$ cat src/logic/pwst_pkg.sv
package pwst_pkg;

  localparam int unsigned NUM_CH = 4;
  localparam int unsigned CNT_W = 16;

  // reset values
  localparam logic [CNT_W-1:0] PERIOD_RST = 16'hffff;
  localparam logic [CNT_W-1:0] CMP_RST = 16'h0000;
  localparam logic [CNT_W-1:0] COUNT_RST = 16'h0000;
  localparam logic [NUM_CH-1:0] RUN_RST = 4'h0;
  localparam logic [NUM_CH-1:0] SS_LOW_RST = 4'hf;

  // shared bit-per-channel fields sit in the low bits of the write data
  localparam int unsigned CH_FIELD_LSB = 0;

  // input synchroniser depth
  localparam int unsigned SYNC_STAGES = 3;

  typedef enum logic [2:0] {
    PWST_SHARED_START_REG = 3'h0,
    PWST_SHARED_STOP_REG = 3'h1,
    PWST_SHARED_CLEAR_REG = 3'h2,
    PWST_CHANNEL_COUNTER = 3'h3,
    PWST_CYCLE_PERIOD_REG = 3'h4,
    PWST_DUTY_COMPARE_A = 3'h5,
    PWST_DUTY_COMPARE_B = 3'h6,
    PWST_NONE = 3'h7
  } pwst_reg_e;

  typedef struct packed {
    logic valid;
    pwst_reg_e sel;
    logic [1:0] chan;
    logic [CNT_W-1:0] data;
  } pwst_wr_s;

  typedef struct packed {
    logic [CNT_W-1:0] period;
    logic [CNT_W-1:0] cmp_a;
    logic [CNT_W-1:0] cmp_b;
  } pwst_cfg_s;

  typedef struct packed {
    logic [NUM_CH-1:0] pwm_out_a;
    logic [NUM_CH-1:0] pwm_out_b;
  } pwst_pins_s;

  typedef logic [NUM_CH-1:0][CNT_W-1:0] pwst_counts_t;

endpackage

$ cat src/logic/pwst_sync.sv
`timescale 1ns/1ps
`default_nettype none

module pwst_sync #(
  parameter int unsigned WIDTH = 4
) (
  input wire logic i_mclk,
  input wire logic i_srst,
  input wire logic i_ce,
  input wire logic [WIDTH-1:0] i_async,
  output logic [WIDTH-1:0] o_level
);

  logic [WIDTH-1:0] s1_q, s2_q, s3_q, lvl_q;
  logic [WIDTH-1:0] lvl_d;

  // change accepted only once the last two stages agree
  always_comb begin
    lvl_d = lvl_q;
    for (int i = 0; i < int'(WIDTH); i++) begin
      if (s2_q[i] == s3_q[i]) begin
        lvl_d[i] = s3_q[i];
      end
    end
  end

  always_ff @(posedge i_mclk) begin
    if (i_srst) begin
      s1_q <= '0;
      s2_q <= '0;
      s3_q <= '0;
      lvl_q <= '0;
    end else if (i_ce) begin
      s1_q <= i_async;
      s2_q <= s1_q;
      s3_q <= s2_q;
      lvl_q <= lvl_d;
    end
  end

  assign o_level = lvl_q;

endmodule

`default_nettype wire

$ cat src/logic/pwst_channel.sv
`timescale 1ns/1ps
`default_nettype none

module pwst_channel (
  input wire logic i_mclk,
  input wire logic i_srst,
  input wire logic i_ce,
  input wire logic i_run,
  input wire logic i_start_evt,
  input wire logic i_stop_evt,
  input wire logic i_clear,
  input wire logic i_load,
  input wire logic [pwst_pkg::CNT_W-1:0] i_load_val,
  input wire pwst_pkg::pwst_cfg_s i_cfg,
  input wire logic i_ss_low,
  output logic [pwst_pkg::CNT_W-1:0] o_count,
  output logic o_pwm_a,
  output logic o_pwm_b
);

  logic [pwst_pkg::CNT_W-1:0] cnt_q, cnt_d;
  logic pwm_a_q, pwm_a_d, pwm_b_q, pwm_b_d;
  logic cycle_end;

  assign cycle_end = i_run && (cnt_q == i_cfg.period);

  ////////////////////////////////////////////////////////////////////////
  // up-counter, wraps at the period value
  always_comb begin
    cnt_d = cnt_q;
    if (i_clear) begin
      cnt_d = pwst_pkg::COUNT_RST;
    end else if (i_load) begin
      cnt_d = i_load_val;
    end else if (cycle_end) begin
      cnt_d = pwst_pkg::COUNT_RST;
    end else if (i_run) begin
      cnt_d = cnt_q + 16'h0001;
    end
  end

  ////////////////////////////////////////////////////////////////////////
  // output pins: low at start/stop when i_ss_low is set, high on match, low at cycle end
  always_comb begin
    pwm_a_d = pwm_a_q;
    pwm_b_d = pwm_b_q;
    if ((i_start_evt || i_stop_evt) && i_ss_low) begin
      pwm_a_d = 1'b0;
      pwm_b_d = 1'b0;
    end else if (cycle_end) begin
      pwm_a_d = 1'b0;
      pwm_b_d = 1'b0;
    end else if (i_run) begin
      if (cnt_q == i_cfg.cmp_a) begin
        pwm_a_d = 1'b1;
      end
      if (cnt_q == i_cfg.cmp_b) begin
        pwm_b_d = 1'b1;
      end
    end
  end

  always_ff @(posedge i_mclk) begin
    if (i_srst) begin
      cnt_q <= pwst_pkg::COUNT_RST;
      pwm_a_q <= 1'b0;
      pwm_b_q <= 1'b0;
    end else if (i_ce) begin
      cnt_q <= cnt_d;
      pwm_a_q <= pwm_a_d;
      pwm_b_q <= pwm_b_d;
    end
  end

  assign o_count = cnt_q;
  assign o_pwm_a = pwm_a_q;
  assign o_pwm_b = pwm_b_q;

endmodule

`default_nettype wire

$ cat src/logic/pwst_top.sv
`timescale 1ns/1ps
`default_nettype none

module pwst_top (
  input wire logic i_mclk,
  input wire logic i_srst,
  input wire logic i_ce,
  input wire pwst_pkg::pwst_wr_s i_wr,
  input wire logic [pwst_pkg::NUM_CH-1:0] i_hw_start_pin,
  input wire logic [pwst_pkg::NUM_CH-1:0] i_hw_stop_pin,
  input wire logic [pwst_pkg::NUM_CH-1:0] i_hw_start_source_select,
  input wire logic [pwst_pkg::NUM_CH-1:0] i_hw_stop_source_select,
  input wire logic [pwst_pkg::NUM_CH-1:0] i_ss_out_low,
  output pwst_pkg::pwst_pins_s o_pins,
  output logic [pwst_pkg::NUM_CH-1:0] o_shared_start_reg,
  output pwst_pkg::pwst_counts_t o_channel_counter
);

  localparam int unsigned NCH = pwst_pkg::NUM_CH;

  ////////////////////////////////////////////////////////////////////////
  // decode helpers

  // bit-per-channel mask of a shared register write; zero bits stay zero
  function automatic logic [NCH-1:0] shared_bits(input pwst_pkg::pwst_wr_s wr,
                                                 input pwst_pkg::pwst_reg_e sel);
    shared_bits = '0;
    if (wr.valid && (wr.sel == sel)) begin
      shared_bits = wr.data[pwst_pkg::CH_FIELD_LSB +: NCH];
    end
  endfunction

  // per-channel register write hit
  function automatic logic chan_hit(input pwst_pkg::pwst_wr_s wr,
                                    input pwst_pkg::pwst_reg_e sel,
                                    input int unsigned idx);
    chan_hit = wr.valid && (wr.sel == sel) && (wr.chan == idx[1:0]);
  endfunction

  ////////////////////////////////////////////////////////////////////////
  // hardware sources: pins, synchronised and edge-detected

  logic [NCH-1:0] hw_start_lvl, hw_stop_lvl;
  logic [NCH-1:0] hw_start_prev_q, hw_start_prev_d;
  logic [NCH-1:0] hw_stop_prev_q, hw_stop_prev_d;
  logic [NCH-1:0] hw_start_evt, hw_stop_evt;

  pwst_sync #(
    .WIDTH(NCH)
  ) u_sync_start (
    .i_mclk(i_mclk),
    .i_srst(i_srst),
    .i_ce(i_ce),
    .i_async(i_hw_start_pin),
    .o_level(hw_start_lvl)
  );

  pwst_sync #(
    .WIDTH(NCH)
  ) u_sync_stop (
    .i_mclk(i_mclk),
    .i_srst(i_srst),
    .i_ce(i_ce),
    .i_async(i_hw_stop_pin),
    .o_level(hw_stop_lvl)
  );

  always_comb begin
    hw_start_prev_d = hw_start_lvl;
    hw_stop_prev_d = hw_stop_lvl;
    hw_start_evt = hw_start_lvl & ~hw_start_prev_q & i_hw_start_source_select;
    hw_stop_evt = hw_stop_lvl & ~hw_stop_prev_q & i_hw_stop_source_select;
  end

  always_ff @(posedge i_mclk) begin
    if (i_srst) begin
      hw_start_prev_q <= '0;
      hw_stop_prev_q <= '0;
    end else if (i_ce) begin
      hw_start_prev_q <= hw_start_prev_d;
      hw_stop_prev_q <= hw_stop_prev_d;
    end
  end

  ////////////////////////////////////////////////////////////////////////
  // shared start / stop / clear and count state

  logic [NCH-1:0] sw_start, sw_stop, sw_clear;
  logic [NCH-1:0] run_q, run_d;
  logic [NCH-1:0] start_evt, stop_evt;

  // the channel field of the write is ignored for shared registers
  assign sw_start = shared_bits(i_wr, pwst_pkg::PWST_SHARED_START_REG);
  assign sw_stop = shared_bits(i_wr, pwst_pkg::PWST_SHARED_STOP_REG);
  assign sw_clear = shared_bits(i_wr, pwst_pkg::PWST_SHARED_CLEAR_REG);

  // whole vector resolved in one cycle so selected channels move together
  always_comb begin
    run_d = run_q;
    for (int i = 0; i < int'(NCH); i++) begin
      if (sw_stop[i]) begin
        run_d[i] = 1'b0;
      end else if (sw_start[i]) begin
        run_d[i] = 1'b1;
      end else if (hw_stop_evt[i]) begin
        run_d[i] = 1'b0;
      end else if (hw_start_evt[i]) begin
        run_d[i] = 1'b1;
      end
    end
    start_evt = run_d & ~run_q;
    stop_evt = run_q & ~run_d;
  end

  always_ff @(posedge i_mclk) begin
    if (i_srst) begin
      run_q <= pwst_pkg::RUN_RST;
    end else if (i_ce) begin
      run_q <= run_d;
    end
  end

  ////////////////////////////////////////////////////////////////////////
  // per-channel configuration and counters

  pwst_pkg::pwst_cfg_s cfg_q [NCH];
  pwst_pkg::pwst_cfg_s cfg_d [NCH];
  logic [NCH-1:0] load;
  logic [NCH-1:0] pwm_a, pwm_b;
  pwst_pkg::pwst_counts_t counts;

  genvar g;
  generate
    for (g = 0; g < NCH; g++) begin : g_ch
      always_comb begin
        cfg_d[g] = cfg_q[g];
        if (chan_hit(i_wr, pwst_pkg::PWST_CYCLE_PERIOD_REG, g)) begin
          cfg_d[g].period = i_wr.data;
        end
        if (chan_hit(i_wr, pwst_pkg::PWST_DUTY_COMPARE_A, g)) begin
          cfg_d[g].cmp_a = i_wr.data;
        end
        if (chan_hit(i_wr, pwst_pkg::PWST_DUTY_COMPARE_B, g)) begin
          cfg_d[g].cmp_b = i_wr.data;
        end
      end

      always_ff @(posedge i_mclk) begin
        if (i_srst) begin
          cfg_q[g].period <= pwst_pkg::PERIOD_RST;
          cfg_q[g].cmp_a <= pwst_pkg::CMP_RST;
          cfg_q[g].cmp_b <= pwst_pkg::CMP_RST;
        end else if (i_ce) begin
          cfg_q[g] <= cfg_d[g];
        end
      end

      // a running counter ignores direct writes, so a preload cannot tear a cycle
      assign load[g] = chan_hit(i_wr, pwst_pkg::PWST_CHANNEL_COUNTER, g) && !run_q[g];

      pwst_channel u_ch (
        .i_mclk(i_mclk),
        .i_srst(i_srst),
        .i_ce(i_ce),
        .i_run(run_q[g]),
        .i_start_evt(start_evt[g]),
        .i_stop_evt(stop_evt[g]),
        .i_clear(sw_clear[g]),
        .i_load(load[g]),
        .i_load_val(i_wr.data),
        .i_cfg(cfg_q[g]),
        .i_ss_low(i_ss_out_low[g]),
        .o_count(counts[g]),
        .o_pwm_a(pwm_a[g]),
        .o_pwm_b(pwm_b[g])
      );
    end
  endgenerate

  ////////////////////////////////////////////////////////////////////////
  // outputs: all straight from flops

  assign o_pins.pwm_out_a = pwm_a;
  assign o_pins.pwm_out_b = pwm_b;
  assign o_shared_start_reg = run_q;
  assign o_channel_counter = counts;

endmodule

`default_nettype wire

$ cat config.mk
export PLATFORM = sky130hd
export DESIGN_NAME = pwst_top
export DESIGN_NICKNAME = d
export VERILOG_FILES = /design/src/logic/pwst_pkg.sv /design/src/logic/pwst_sync.sv /design/src/logic/pwst_channel.sv /design/src/logic/pwst_top.sv
export SDC_FILE = /design/constraint.sdc
export NUM_CORES = 1
export LEC_CHECK = 0
export BUFFER_PORTS_ARGS = -buffer_cell sky130_fd_sc_hd__buf_4
export CAP_MARGIN = 20
export CORE_MARGIN = 5
export CORE_UTILIZATION = 49
export CTS_BUF_LIST = sky130_fd_sc_hd__clkbuf_8
export CTS_CLUSTER_SIZE = 10
export DETAILED_ROUTE_END_ITERATION = 6
export PLACE_DENSITY = 0.67
export SETUP_SLACK_MARGIN = 0.5
export SYNTH_ARGS = -nofsm -noshare
export SYNTH_HDL_FRONTEND = slang
export SYNTH_SLANG_ARGS = --single-unit
$ cat constraint.sdc
create_clock -name i_mclk -period 5.4 [get_ports i_mclk]
set_input_delay 0.27 -clock i_mclk [delete_from_list [all_inputs] [get_ports i_mclk]]
set_output_delay 0.27 -clock i_mclk [all_outputs]
set_load 0.01 [all_outputs]
==> results.py, run 1 <==
metrics = {
    "grt": {
        "use_met2_pct": 39.3,
        "overflow": 0,
        "antenna_found_initial": 2,
        "met1_usage_pct": 36.7,
        "met3_usage_pct": 6.23,
        "grt_pass1_vias": 10400,
        "grt_pass1_wl_mm": 66.7,
        "grt_use_total_pct": 25.9,
        "grt_max_degree": 81,
        "grt_busiest_layer": "met2",
    },
    "finish": {
        "drive_gt1_share_pct": 16.2,
        "area_delta_synth_final_pct": 12.5,
        "fillers": 2641,
        "top_register": "cfg_q",
        "insertedDiodeCount": 0,
        "multi_input_area_sq_um": 6180,
        "layout.nets": 1472,
        "largest_reg_flops": 192,
        "register_area_sq_um": 8090,
    },
    "drt": {
        "drc": 0,
        "wl_per_cell_microns": 24.4,
        "drtAntennaViolNets": 0,
        "vias": 11200,
        "viasPerCell": 6.03,
        "drt_wl_total_mm": 45.4,
        "drtIter0Drc": 1258,
        "first_pass_iters": 5,
    },
    "floorplan": {
        "pin_count": 121,
        "initial_core_util_pct": 49.4,
        "num_rows": 64,
        "die_w_microns": 185,
        "core_sq_um": 30400,
        "die_y_microns": 185,
        "die-area_sq_um": 34300,
    },
    "clock_tree": {
        "clk_pin_slew_ns": 0.07,
        "cts-root-buf": "clkbuf_8",
        "holdBufCountCts": 8,
        "clock_path_buffers": 3,
        "cts_tree": "built",
        "htree_levels": 2,
        "cts_sinks": 308,
        "cts_made_buffers": 52,
        "cts_resized": 0,
        "insertion_delay_ns": 0.58,
        "post_cts_buffers": 0,
    },
    "synthesis": {
        "syn-num-nets": 1409,
        "ys_async_sr_fraction_pct": 0,
        "synth_cell_types": 79,
        "synth_commonest_cells": "edfxtp_1, xnor2_1, dfxtp_1, nor2_1, nand2_1",
        "synth_edf_count": 192,
        "synth_top_area_share_pct": 38.4,
        "syn-mean-instance-area_sq_um": 11.0,
        "synth_ff_type": "edfxtp_1",
        "synth-seq-cells": 308,
        "seq_area_frac_synth_pct": 53.8,
        "syn_inst": 1360,
        "netlist_area_sq_um": 15000,
        "yosys_warnings": 0,
        "synth_most_common_cell": "edfxtp_1",
        "synth_area_leader_cell": "edfxtp_1",
        "synthTopCellsByArea": "edfxtp_1, dfxtp_1, xnor2_1",
    },
    "power_and_ir_drop": {
        "vdd_drop_max_v": 0.000190,
        "power_density_nw_per_um2": 303,
        "leakagePower_nw": 5.98,
    },
    "sta": {
        "skew_ns": 0.0176,
        "hold_viol_final": 0,
        "fin_tns_setup_ns": 0,
        "rsz0062_at_grt": "false",
        "slew_viol_final": 0,
        "fin_crit_ns": 2.59,
        "layout_setup_ws_ns": 2.81,
        "clock.fmax_mhz": 387,
        "worstMarginPinSlew_ns": 1.09,
        "setup_viol": 0,
        "finalCritPeriodShare_pct": 47.9,
        "slew_headroom_pct": 26.8,
    },
    "placed_design": {
        "gp_congestion": 0.932,
        "place_ws_ns": 2.86,
        "numPortBuffers": 120,
        "place_hpwl_mm": 30.5,
    },
    "setup_path": {
        "crit_path_end_kind": "flip-flop",
        "cp_max_fo": 18,
        "start_kind": "flip-flop",
        "crit_required_ns": 5.84,
        "critPathKind": "flip-flop to flip-flop",
        "crit_arrival_ns": 3.02,
    },
    "worst_hold_path": {
        "hold_path.class": "input pin to flip-flop",
    },
    "job": {
        "maxCapViolations": 0,
    },
    "run_status": {
        "outcome": "finished clean",
    },
}
metal layers:
layer	routed length, microns	up-vias
li1	-	5052
met1	19100	5471
met2	20000	591
met3	4830	109
met4	1510	0
met5	0	-
power breakdown:
part | internal, mW | switching (mW) | total, mW
clock | 1.07 | 0.944 | 2.01
combinational | 0.150 | 0.241 | 0.391
sequential | 2.63 | 0.0778 | 2.71
path summary, 6_finish.rpt:
check	slack, ns	cells after the start	end	startpoint
worst max-delay path	2.81	6	g_ch[3].u_ch.o_count[12]	g_ch[3].u_ch.o_count[13]
worst min-delay path	0.05	3	g_ch[2].u_ch.o_count[8]	i_wr[8]
worst max register to register	2.81	6	g_ch[3].u_ch.o_count[12]	g_ch[3].u_ch.o_count[13]
worst min register to register	0.46	2	u_sync_start.o_level[2]	u_sync_start.s3_q[2]
critical path: stages (launching register included):
cell,delay (ns)
dfxtp_1,0.60
xnor2_1,0.17
nand4_1,0.11
nor3_1,0.18
nand4_1,0.69
a2111oi_0,0.62
a211oi_1,0.09
per-stage QoR:
stage	util, %	hold WS [ns]	instance area (sq um)	cells	power (mW)
6_report	55.5	0.0507	16900	1861	5.12
5_1_grt	55.5	0.0131	16900	1861	5.28
4_1_cts	55.5	0.00780	16900	1861	5.13
3_5_place_dp	52.0	0.449	15800	1757	3.14
3_3_place_gp	51.9	0.442	15800	1755	3.13
2_1_floorplan	-	0.406	15000	1360	2.98
cell families (layout without fill, tap and decap cells):
group / count (synthesis) / in the layout / synth area share, %
and+or+nand+nor: 413 / 413 / 15.2
DFF: 308 / 308 / 53.8
AOI/OAI and AO/OA: 236 / 236 / 10.3
xor gates and xnor gates: 212 / 212 / 12.5
buffers and inverters: 146 / 251 / 5.11
muxes: 41 / 41 / 2.77
adders and majority gates: 4 / 4 / 0.333
layout make-up:
class                           count  area share, %
Clock inverter                     35          0.970
Multi-Input combinational cell    906           36.6
Sequential cell                   308           47.9
Clock buffer                       61           4.97
Inverter                           15          0.348
Tap cell                          396           2.93
Timing Repair Buffer              140           6.36
cell usage in the layout (no fill, tap or decap), drive strengths merged, types with 15 or more instances in the layout:
cell    count
xor2       40
nor4       29
nor3       23
and2       20
dfxtp     116
nand2      74
a21oi      63
a22oi      45
nand3      44
o21ai      47
mux2i      36
a21o       15
or3        20
and3       30
buf       132
clkbuf     61
edfxtp    192
nand4      54
nor2       84
xnor2     172
inv        36
No activity file was read; power rests on OpenSTA's default activity.
==> run 2, diff against run 1 <==
ABC_AREA = 1   (was default)
clock period = 2.6 ns   (was 5.4 ns; I/O delays follow)
==> results.py, run 2 <==
metrics = {
    "floorplan": {
        "die_w_microns": 195,
        "initial_core_util_pct": 49.2,
        "num_rows": 68,
        "die_y_microns": 195,
        "core_sq_um": 34300,
        "die-area_sq_um": 38200,
        "pin_count": 121,
    },
    "drt": {
        "viasPerCell": 5.40,
        "wl_met2_mm": 25.7,
        "first_pass_iters": 7,
        "met3WireLength_mm": 5.95,
        "maxUsedRoutingLayer": "met4",
        "drt_wl_total_mm": 57.0,
        "drc": 8,
        "wl_per_cell_microns": 19.9,
        "drtIter0Drc": 1698,
        "drt-met1-wl_mm": 22.8,
        "drtAntennaViolNets": 0,
        "vias": 15400,
    },
    "sta": {
        "rsz0062_at_grt": "false",
        "worstMarginPinSlew_ns": 1.20,
        "fin_crit_ns": 1.97,
        "skew_ns": 0.0230,
        "finalCritPeriodShare_pct": 75.9,
        "slew_headroom_pct": 19.9,
        "slew_viol_final": 0,
        "clock.fmax_mhz": 507,
        "whs_ns": 0.0261,
        "hold_viol_final": 0,
        "fin_tns_setup_ns": 0,
        "setup_viol": 0,
        "layout_setup_ws_ns": 0.626,
    },
    "clock_tree": {
        "cts_made_buffers": 52,
        "clock_path_buffers": 3,
        "cts-root-buf": "clkbuf_8",
        "cts_tree": "built",
        "cts_sinks": 308,
        "clk_pin_slew_ns": 0.07,
        "htree_levels": 2,
        "insertion_delay_ns": 0.60,
    },
    "placed_design": {
        "gp_congestion": 0.974,
        "numPortBuffers": 120,
        "placed_cell_area_sq_um": 18200,
        "place_hpwl_mm": 40.9,
        "place_inst": 2743,
        "place_ws_ns": 0.310,
    },
    "grt": {
        "grt_pass1_vias": 14600,
        "grt_pass1_wl_mm": 85.9,
        "antenna_found_initial": 0,
        "grt_max_degree": 75,
        "grt_use_total_pct": 29.1,
        "overflow": 0,
    },
    "synthesis": {
        "synth_edf_count": 192,
        "synthTopCellsByArea": "edfxtp_1, nand2_1, dfxtp_1",
        "synth_most_common_cell": "nand2_1",
        "synth_area_leader_cell": "edfxtp_1",
        "seq_area_frac_synth_pct": 48.0,
        "synth-seq-cells": 308,
        "syn-mean-instance-area_sq_um": 7.63,
        "syn_inst": 2208,
        "ys_async_sr_fraction_pct": 0,
        "netlist_area_sq_um": 16900,
        "yosys_warnings": 0,
        "synth_top_area_share_pct": 34.2,
        "synth_cell_types": 34,
        "syn-num-nets": 2257,
        "synth_commonest_cells": "nand2_1, nor2_1, inv_1, edfxtp_1, nand3_1",
        "synth_ff_type": "edfxtp_1",
    },
    "finish": {
        "top_register": "cfg_q",
        "fin_area_sq_um": 19600,
        "largest_reg_flops": 192,
        "final_core_util_pct": 57.1,
        "most-common-layout-cells": "nand2_1, inv_1, nor2_1",
        "finalNonFillerCells": 2862,
        "fillers": 3157,
        "area_delta_synth_final_pct": 16.1,
        "drive_gt1_share_pct": 14.7,
        "layout.nets": 2414,
        "final_common_cell": "nand2_1",
    },
    "run_status": {
        "outcome": "finished, violations left",
        "violations": "DRC",
    },
    "setup_path": {
        "r2r-start": "g_ch[2].u_ch.o_count[0]",
        "cp-startpoint": "g_ch[2].u_ch.o_count[0]",
        "crit_required_ns": 3.12,
        "slowest_stage": "dfxtp_1",
        "crit_path_end_kind": "flip-flop",
        "critPathKind": "flip-flop to flip-flop",
        "worstPathCellList": "ha_1 -> nand2_1 -> nor2_2 -> nand2_1 -> nor2_1 -> nand2_1 -> nand2_1 -> nand3_1 -> nand2_1 -> nand2_1 -> a21oi_1",
        "crit_arrival_ns": 2.50,
        "cp_max_fo": 8,
        "max_stage_delay_ns": 0.49,
        "crit_top_cell": "nand2_1",
        "start_kind": "flip-flop",
    },
    "worst_hold_path": {
        "hold_path.class": "input pin to flip-flop",
        "hold_path_startpoint": "i_ss_out_low[1]",
    },
    "power_and_ir_drop": {
        "leakagePower_nw": 8.66,
        "power_density_nw_per_um2": 569,
        "p_total_mw": 11.1,
        "vdd_drop_max_v": 0.000395,
    },
    "job": {
        "maxCapViolations": 0,
    },
}
run 2: power by group:
group / switching, mW / total, mW / internal (mW)
clock network: 2.02 / 4.41 / 2.39
registers: 0.171 / 5.65 / 5.48
logic: 0.704 / 1.07 / 0.361
total: 2.89 / 11.1 / 8.23
run 2: cell type report:
type | count | area (sq um) | area share [%]
Inverter | 228 | 861 | 4.40
Clock buffer | 60 | 826 | 4.22
Antenna cell | 1 | 2.50 | 0.0128
Clock inverter | 35 | 216 | 1.11
Multi-Input combinational cell | 1574 | 7420 | 37.9
Timing Repair Buffer | 201 | 1560 | 7.97
Sequential cell | 308 | 8110 | 41.4
Tap cell | 455 | 569 | 2.91
run 2: critical path, delay by kind of cell, from the launching register on:
family / cells / cell delay, ns
AO/OA/AOI/OAI: 1 / 0.11
adder cells (fa/ha/maj): 1 / 0.25
flip-flops: 1 / 0.49
AND/OR/NAND/NOR: 9 / 1.03
run 2: repair_timing:
item                                    4_1_cts  5_1_grt
endpoints found under the setup margin       30       38
cloned                                        0        0
hold buffers                                 20        0
gates resized for setup                       3       19
setup buffers                                 0        3
endpoints found under the hold margin        26        0
run 2: worst paths after layout:
| check | to | slack (ns) | depth (start not counted) |
|---|---|---|---|
| max | g_ch[2].u_ch.o_count[12] | 0.63 | 11 |
| min | g_ch[1].u_ch.o_pwm_b | 0.03 | 6 |
| max reg2reg | g_ch[2].u_ch.o_count[12] | 0.63 | 11 |
| min reg2reg | hw_start_prev_q[2] | 0.46 | 2 |
run 2: cell families (layout without fill, tap and decap cells):
family	Yosys count	after routing	share of synthesized area [%]
other	0	1	0
adder cells (fa/ha/maj)	4	4	0.297
buffers and inverters	326	524	8.17
XOR/XNOR	115	115	5.98
flip-flops	308	308	48.0
AO/OA/AOI/OAI	207	207	6.27
AND/OR/NAND/NOR	1248	1248	31.3
run 2: per-layer routing:
layer	global-route usage, %	vias up
li1	-	7345
met1	38.1	7200
met2	46.6	743
met3	7.42	160
met4	11.6	0
met5	0	-
